## config.mk

```make
export PLATFORM = sky130hd
export DESIGN_NAME = ebac_config_bank
export DESIGN_NICKNAME = d
export VERILOG_FILES = /design/src/verilog/ebac_pkg.sv /design/src/verilog/ebac_area_decode.sv /design/src/verilog/ebac_config_bank.sv
export SDC_FILE = /design/constraint.sdc
export NUM_CORES = 1
export LEC_CHECK = 0
export ABC_AREA = 1
export BUFFER_PORTS_ARGS = -buffer_cell sky130_fd_sc_hd__buf_2
export CAP_MARGIN = 5
export CORE_MARGIN = 2
export CORE_UTILIZATION = 50
export CTS_CLUSTER_SIZE = 40
export DETAILED_ROUTE_END_ITERATION = 10
export GPL_ROUTABILITY_DRIVEN = 0
export PLACE_DENSITY_LB_ADDON = 0.2
export SLEW_MARGIN = 10
export SYNTH_ARGS = -nofsm -noshare
export SYNTH_HDL_FRONTEND = slang
export SYNTH_HIERARCHICAL = 1
export SYNTH_SLANG_ARGS = --single-unit
```

## constraint.sdc

```tcl
create_clock -name clk -period 1.38 [get_ports clk]
set_input_delay 0.069 -clock clk [delete_from_list [all_inputs] [get_ports clk]]
set_output_delay 0.069 -clock clk [all_outputs]
set_load 0.02 [all_outputs]
```

## src/verilog/ebac_pkg.sv

```systemverilog
// Purpose: constants for the external bus area configuration bank
// Assumes: byte-wide registers on a plain strobe port
// Notes: offsets are indices into a small local map
package ebac_pkg;
  localparam int ADDR_W = 3;
  localparam int DATA_W = 8;
  localparam logic [2:0] OFF_WIDTH = 3'h0;
  localparam logic [2:0] OFF_ASTATE = 3'h1;
  localparam logic [2:0] OFF_WAIT_HI = 3'h2;
  localparam logic [2:0] OFF_WAIT_LO = 3'h3;
  localparam logic [2:0] OFF_IDLE_BURST = 3'h4;
  localparam logic [7:0] RST_WIDTH_WIDE = 8'hFF;
  localparam logic [7:0] RST_WIDTH_MODE4 = 8'h00;
  localparam logic [7:0] RST_ASTATE = 8'hFF;
  localparam logic [7:0] RST_WAIT = 8'hFF;
  localparam logic [7:0] RST_IDLE_BURST = 8'hD0;
  localparam int BIT_IDLE_RR = 7;
  localparam int BIT_IDLE_RW = 6;
  localparam int BIT_BURST_ROM = 5;
  localparam int BIT_BURST_LEN = 4;
  localparam int BIT_BURST_WORDS = 3;
  localparam logic [1:0] STATES_TWO = 2'h2;
  localparam logic [1:0] STATES_THREE = 2'h3;
  localparam logic [1:0] BURST_STATES_ONE = 2'h1;
  localparam logic [1:0] BURST_STATES_TWO = 2'h2;
  localparam logic [3:0] BURST_WORDS_FOUR = 4'h4;
  localparam logic [3:0] BURST_WORDS_EIGHT = 4'h8;
  typedef enum logic [2:0] {
    EBAC_ACC_INTERNAL = 3'b001,
    EBAC_ACC_BASIC = 3'b010,
    EBAC_ACC_BURST = 3'b100
  } ebac_acc_t;
endpackage : ebac_pkg

```

## src/verilog/ebac_area_decode.sv

```systemverilog
// Purpose: per-area access shaping for one external access
// Assumes: area index and space kind are valid in the same cycle
// Notes: purely combinational
`timescale 1ns/1ns
module ebac_area_decode
  import ebac_pkg::*;
(
  input wire logic [7:0] astate_bits,
  input wire logic [15:0] wait_bits,
  input wire logic [7:0] width_bits,
  input wire logic [2:0] area,
  input wire logic normal_mode,
  input wire logic external,
  output logic [1:0] access_states,
  output logic [1:0] wait_states,
  output logic narrow_width
);
  logic [2:0] eff_area;
  logic three_state;

  always_comb begin
    eff_area = normal_mode ? 3'h0 : area;
    three_state = astate_bits[eff_area];
    narrow_width = external & width_bits[eff_area];
    if (!external) begin
      access_states = STATES_TWO;
      wait_states = 2'h0;
    end else if (three_state) begin
      access_states = STATES_THREE;
      wait_states = wait_bits[{eff_area, 1'b0} +: 2];
    end else begin
      access_states = STATES_TWO;
      wait_states = 2'h0;
    end
  end
endmodule : ebac_area_decode

```

## src/verilog/ebac_config_bank.sv

```systemverilog
// Contract
// access-state bit 0: two states, no waits; 1: three states, waits allowed
// access-state settings affect external space only
// normal mode uses only the area 0 access-state bit
// access-state and wait registers reset to all ones, kept on soft reset
// two-bit wait field gives zero to three waits, in three-state mode only
// wait fields packed two per area, high area in high bits
// no program waits on internal memory or registers
// normal mode uses only the area 0 wait field
// bit 7 inserts idle between reads to different areas
// bit 6 inserts idle between read and following write
// bit 5 selects burst ROM interface for area 0
// software never enables burst ROM and pseudo-static RAM burst together
// bit 4 selects burst cycle of one or two states
// bit 3 limits burst to four or eight words
// idle and burst register resets to D0, kept on soft reset
// software writes zero to idle and burst register bits 2 to 0
// width bit 0 gives sixteen bits, 1 gives eight bits; burst ROM accesses always report sixteen bits
// every bit reads back last written or reset value
//
// Purpose: configuration bank shaping external bus cycles per area
// Assumes: reset_n is power-on or hardware standby; manual reset does not reach it
// Notes: access descriptor is presented one cycle per access
//
// The plain strobed port and the placing of the registers are this design's own decisions.
`timescale 1ns/1ns
module ebac_config_bank
  import ebac_pkg::*;
(
  input wire logic clk,
  input wire logic reset_n,
  input wire logic mode4_strap,
  input wire logic normal_mode,
  input wire logic [ebac_pkg::ADDR_W-1:0] reg_addr,
  input wire logic [ebac_pkg::DATA_W-1:0] reg_wdata,
  input wire logic reg_wr,
  input wire logic reg_rd,
  output logic [ebac_pkg::DATA_W-1:0] reg_rdata,
  input wire logic acc_valid,
  input wire logic acc_external,
  input wire logic acc_write,
  input wire logic [2:0] acc_area,
  output logic [1:0] acc_states,
  output logic [1:0] acc_waits,
  output logic acc_narrow,
  output logic acc_idle,
  output logic acc_burst,
  output logic [1:0] burst_states,
  output logic [3:0] burst_words
);
  import ebac_pkg::*;

  logic [7:0] width_r;
  logic [7:0] astate_r;
  logic [7:0] wait_hi_r;
  logic [7:0] wait_lo_r;
  logic [7:0] idle_burst_r;
  logic width_loaded_r;
  logic last_valid_r;
  logic last_read_r;
  logic [2:0] last_area_r;
  logic [7:0] rdata_nxt;
  logic [1:0] states_nxt;
  logic [1:0] waits_nxt;
  logic narrow_nxt;
  logic idle_nxt;
  logic burst_nxt;
  logic [2:0] eff_area;
  logic [15:0] wait_all;
  ebac_acc_t kind;

  assign wait_all = {wait_hi_r, wait_lo_r};

  function automatic logic hit(input logic [2:0] a, input logic [2:0] off);
    hit = (a == off);
  endfunction : hit

  // register writes
  always_ff @(posedge clk or negedge reset_n) begin
    if (!reset_n) begin
      astate_r <= RST_ASTATE;
      wait_hi_r <= RST_WAIT;
      wait_lo_r <= RST_WAIT;
      idle_burst_r <= RST_IDLE_BURST;
    end else if (reg_wr) begin
      if (hit(reg_addr, OFF_ASTATE)) astate_r <= reg_wdata;
      if (hit(reg_addr, OFF_WAIT_HI)) wait_hi_r <= reg_wdata;
      if (hit(reg_addr, OFF_WAIT_LO)) wait_lo_r <= reg_wdata;
      if (hit(reg_addr, OFF_IDLE_BURST)) idle_burst_r <= reg_wdata; // stored as written
    end
  end

  // width register; mode strap caught on first edge after release
  always_ff @(posedge clk or negedge reset_n) begin
    if (!reset_n) begin
      width_r <= RST_WIDTH_WIDE;
      width_loaded_r <= 1'b0;
    end else if (reg_wr && hit(reg_addr, OFF_WIDTH)) begin
      width_r <= reg_wdata;
      width_loaded_r <= 1'b1;
    end else if (!width_loaded_r) begin
      width_r <= mode4_strap ? RST_WIDTH_MODE4 : RST_WIDTH_WIDE;
      width_loaded_r <= 1'b1;
    end
  end

  // read mux
  always_comb begin
    case (reg_addr)
      OFF_WIDTH: rdata_nxt = width_r;
      OFF_ASTATE: rdata_nxt = astate_r;
      OFF_WAIT_HI: rdata_nxt = wait_hi_r;
      OFF_WAIT_LO: rdata_nxt = wait_lo_r;
      OFF_IDLE_BURST: rdata_nxt = idle_burst_r;
      default: rdata_nxt = 8'h00;
    endcase
  end

  always_ff @(posedge clk or negedge reset_n) begin
    if (!reset_n) reg_rdata <= 8'h00;
    else if (reg_rd) reg_rdata <= rdata_nxt;
    else reg_rdata <= 8'h00;
  end

  // per-area shaping
  ebac_area_decode u_dec (
    .astate_bits(astate_r),
    .wait_bits({wait_hi_r, wait_lo_r}),
    .width_bits(width_r),
    .area(acc_area),
    .normal_mode(normal_mode),
    .external(acc_external),
    .access_states(states_nxt),
    .wait_states(waits_nxt),
    .narrow_width(narrow_nxt)
  );

  always_comb begin
    eff_area = normal_mode ? 3'h0 : acc_area;
    burst_nxt = acc_external && eff_area == 3'h0 && idle_burst_r[BIT_BURST_ROM];
    if (!acc_external) kind = EBAC_ACC_INTERNAL;
    else if (burst_nxt) kind = EBAC_ACC_BURST;
    else kind = EBAC_ACC_BASIC;
    idle_nxt = 1'b0;
    case (kind)
      EBAC_ACC_INTERNAL: idle_nxt = 1'b0;
      EBAC_ACC_BASIC, EBAC_ACC_BURST: begin
        if (last_valid_r && last_read_r && !acc_write && last_area_r != eff_area)
          idle_nxt = idle_burst_r[BIT_IDLE_RR];
        if (last_valid_r && last_read_r && acc_write)
          idle_nxt = idle_burst_r[BIT_IDLE_RW];
      end
      default: idle_nxt = 1'b0;
    endcase
  end

  // history of previous external cycle
  always_ff @(posedge clk or negedge reset_n) begin
    if (!reset_n) begin
      last_valid_r <= 1'b0;
      last_read_r <= 1'b0;
      last_area_r <= 3'h0;
    end else if (acc_valid && acc_external) begin
      last_valid_r <= 1'b1;
      last_read_r <= !acc_write;
      last_area_r <= eff_area;
    end else if (acc_valid) begin
      last_valid_r <= 1'b0;
    end
  end

  // registered access descriptor
  always_ff @(posedge clk or negedge reset_n) begin
    if (!reset_n) begin
      acc_states <= STATES_TWO;
      acc_waits <= 2'h0;
      acc_narrow <= 1'b0;
      acc_idle <= 1'b0;
      acc_burst <= 1'b0;
    end else if (acc_valid) begin
      acc_states <= states_nxt;
      acc_waits <= waits_nxt;
      acc_narrow <= narrow_nxt && !burst_nxt;
      acc_idle <= idle_nxt;
      acc_burst <= burst_nxt;
    end
  end

  always_ff @(posedge clk or negedge reset_n) begin
    if (!reset_n) begin
      burst_states <= BURST_STATES_TWO;
      burst_words <= BURST_WORDS_FOUR;
    end else begin
      burst_states <= idle_burst_r[BIT_BURST_LEN] ? BURST_STATES_TWO : BURST_STATES_ONE;
      burst_words <= idle_burst_r[BIT_BURST_WORDS] ? BURST_WORDS_EIGHT : BURST_WORDS_FOUR;
    end
  end
endmodule : ebac_config_bank

```

==> impl_metrics.toml <==
[synth]
syn_area_per_cell_um2 = 8.296
netlist_top_cells_count = "nand2_1 (168), dfstp_2 (38), nand3_1 (34)"
yosys_warnings = 6
ys_ff_latch = 65
synth_top_area_frac = 0.3070
synth-main-ff-cell = "dfstp_2"
synthMostInstantiatedCell = "nand2_1"
synth_top_area_cell = "dfstp_2"
synth_area_um2 = 3252
postSynth.asyncResetShare = 1.000
seq_area_frac_synth = 0.5148
synth_area_leaders = "dfstp_2 (31%), dfrtp_1 (21%), nand2_1 (19%)"
synth_cell_types = 23
synth_edf_count = 0
synthCells = 392

[pwr]
switching_power_uw = 1489
peakVddDrop_uv = 711.4
cellPowerDensity_nw_per_um2 = 1339
p_int_uw = 3587
clock_power_share = 0.321
seqPwrFrac = 0.503
swShare = 0.2934
p_leak_uw = 0.001890
combPwrFrac = 0.176

[critical_path]
crit_type = "reg -> reg"
cp_max_fo = 3
worstPathArrival_ps = 1540
cp_data_required_time_ps = 1670
critPathLaunchType = "register"
cp-end-kind = "register"

[drt]
ant_nets = 0
vias = 2723
drcViolationCount = 0
wl_per_cell_um = 14.33
viasPerCell = 5.138
routed_wirelength_um = 7596
firstDrtPassIters = 4
dr.first_iter.drc_count = 180

[cells_and_area]
fin_nets = 471
nFillCells = 579
drive_gt1_frac = 0.3135
multi_input_area_um2 = 1389
area_growth_pct = 16.54
seqCellArea_um2 = 1674
num_antenna_cells = 0

[clock_tree]
postCtsSetupRepairBufs = 0
clk_path_buf_depth = 2
cts_max_level = 3
cts_tree = "yes"
root_buffer = "clkbuf_8"
clkLatencyLatePin_ps = 350
cts.sinks = 65
cts_hold_buf = 3
clkTransAtPathRegs_ps = 70
cts_resized = 0
numCtsBuffers = 9

[job]
drv_cap = 0

[die]
die_h_um = 84.65
die_area_um2 = 7165
core_area_um2 = 6314
num_rows = 29
start_util = 0.5151
io_pins = 44
die_w_um = 84.65

[global_routing]
grt_pass1_wl_um = 12910
antenna_found_initial = 0
grt_max_degree = 66
overflow = 0
grt_pass1_vias = 2663
track_usage = 0.2345

[placement]
dpl.hpwl_um = 5528
port-buffer-count = 41
detailedPlace.worstSlack_ps = 158.1

[sta]
layout_setup_ws_ps = 124.7
fin_setup_tns_ps = 0
setup_viol = 0
finalCritPeriodShare = 0.9097
rsz0062_at_grt = "false"
fmax_mhz = 796.6
maxSlewViolCount = 0
clock_skew_ps = 9.337
fin_crit_ps = 1255
finalHoldViolations = 0
holdWs_ps = 45.82

[status]
status = "completed"

[min_path]
min_path_type = "in -> reg"
-- metrics by stage --
stage	total power [uW]	std cells	utilization	instance area [um^2]
2_1_floorplan	3115	393	-	3256
3_3_place_gp	3444	511	0.5640	3561
3_5_place_dp	3467	511	0.5640	3561
4_1_cts	5107	530	0.6003	3790
5_1_grt	5364	530	0.6003	3790
6_report	5076	530	0.6003	3790
-- area by class of cell --
cell class,instances,area share
clock buffer,13,0.04193
clock inverter,3,0.01056
inverter,27,0.02674
multi-input combinational,290,0.3665
sequential,65,0.4417
tap,77,0.02542
timing repair buffer,55,0.08716
-- metal layers --
| metal | up-vias | wire length (um) | track usage |
|---|---|---|---|
| li1 | 1365 | - | - |
| met1 | 1253 | 3631 | 0.3256 |
| met2 | 87 | 3426 | 0.3565 |
| met3 | 18 | 358 | 0.04425 |
| met4 | 0 | 180 | 0.1111 |
| met5 | - | 0 | 0 |
-- worst max-delay path, cell delays in order, from the launching register on --
cell and delay [ps]:
dfstp_2 580, nand3_1 80, nand3_1 80, nand2_1 50
nand2_1 60, nand3_1 110, nor2_1 110, nand2_1 60
nand2_1 60
-- power groups by stage --
stage                     combinational [uW]  clock [uW]  sequential [uW]
final                                    892        1630             2560
after floorplan                          550           0             2570
after detailed placement                 891           0             2580
after CTS                                900        1660             2550
after global placement                   870           0             2570
after global routing                    1020        1760             2590
-- state kept, by name, indices dropped and copies added (netlist names), 2 cells and up --
name	count
burst_words	2
acc_waits	2
idle_burst_r	8
reg_rdata	8
astate_r	8
burst_states	2
width_r	8
wait_lo_r	8
acc_states	2
wait_hi_r	8
last_area_r	3
-- logic make-up (layout without fill, tap and decap cells) --
family,count (synthesis),in the layout,share of synthesized area
and+or+nand+nor,235,235,0.3128
other,3,4,0.003463
AOI/OAI and AO/OA,51,51,0.1097
buffers and inverters,38,98,0.05925
DFF,65,65,0.5148
-- path summary, 6_finish.rpt --
kind	startpoint	endpoint	slack [ps]	cells after the start
max reg2reg	astate_r[1]$_DFFE_PN1P_	acc_waits[1]$_DFFE_PN0P_	120	8
max in group asynchronous	reset_n	astate_r[3]$_DFFE_PN1P_	790	3
min	reg_rd	reg_rdata[0]$_DFF_PN0_	50	3
min reg2reg	idle_burst_r[4]$_DFFE_PN1P_	burst_states[1]$_DFF_PN1_	380	0
min in group asynchronous	reset_n	width_loaded_r$_DFF_PN0_	250	3
max	astate_r[1]$_DFFE_PN1P_	acc_waits[1]$_DFFE_PN0P_	120	8
-- placed cells by master, fill, tap and decap left out, drive strengths merged --
master         n
buf           52
a21oi          2
o211ai         9
nor3           4
clkinv         3
dlygate4sd3    3
bufinv         1
nand2        174
nand4          2
dfrtp         27
conb           4
clkbuf        13
nand3         34
inv           26
nor2          21
dfstp         38
o21ai         40
Power figures use the tool's default switching activity.
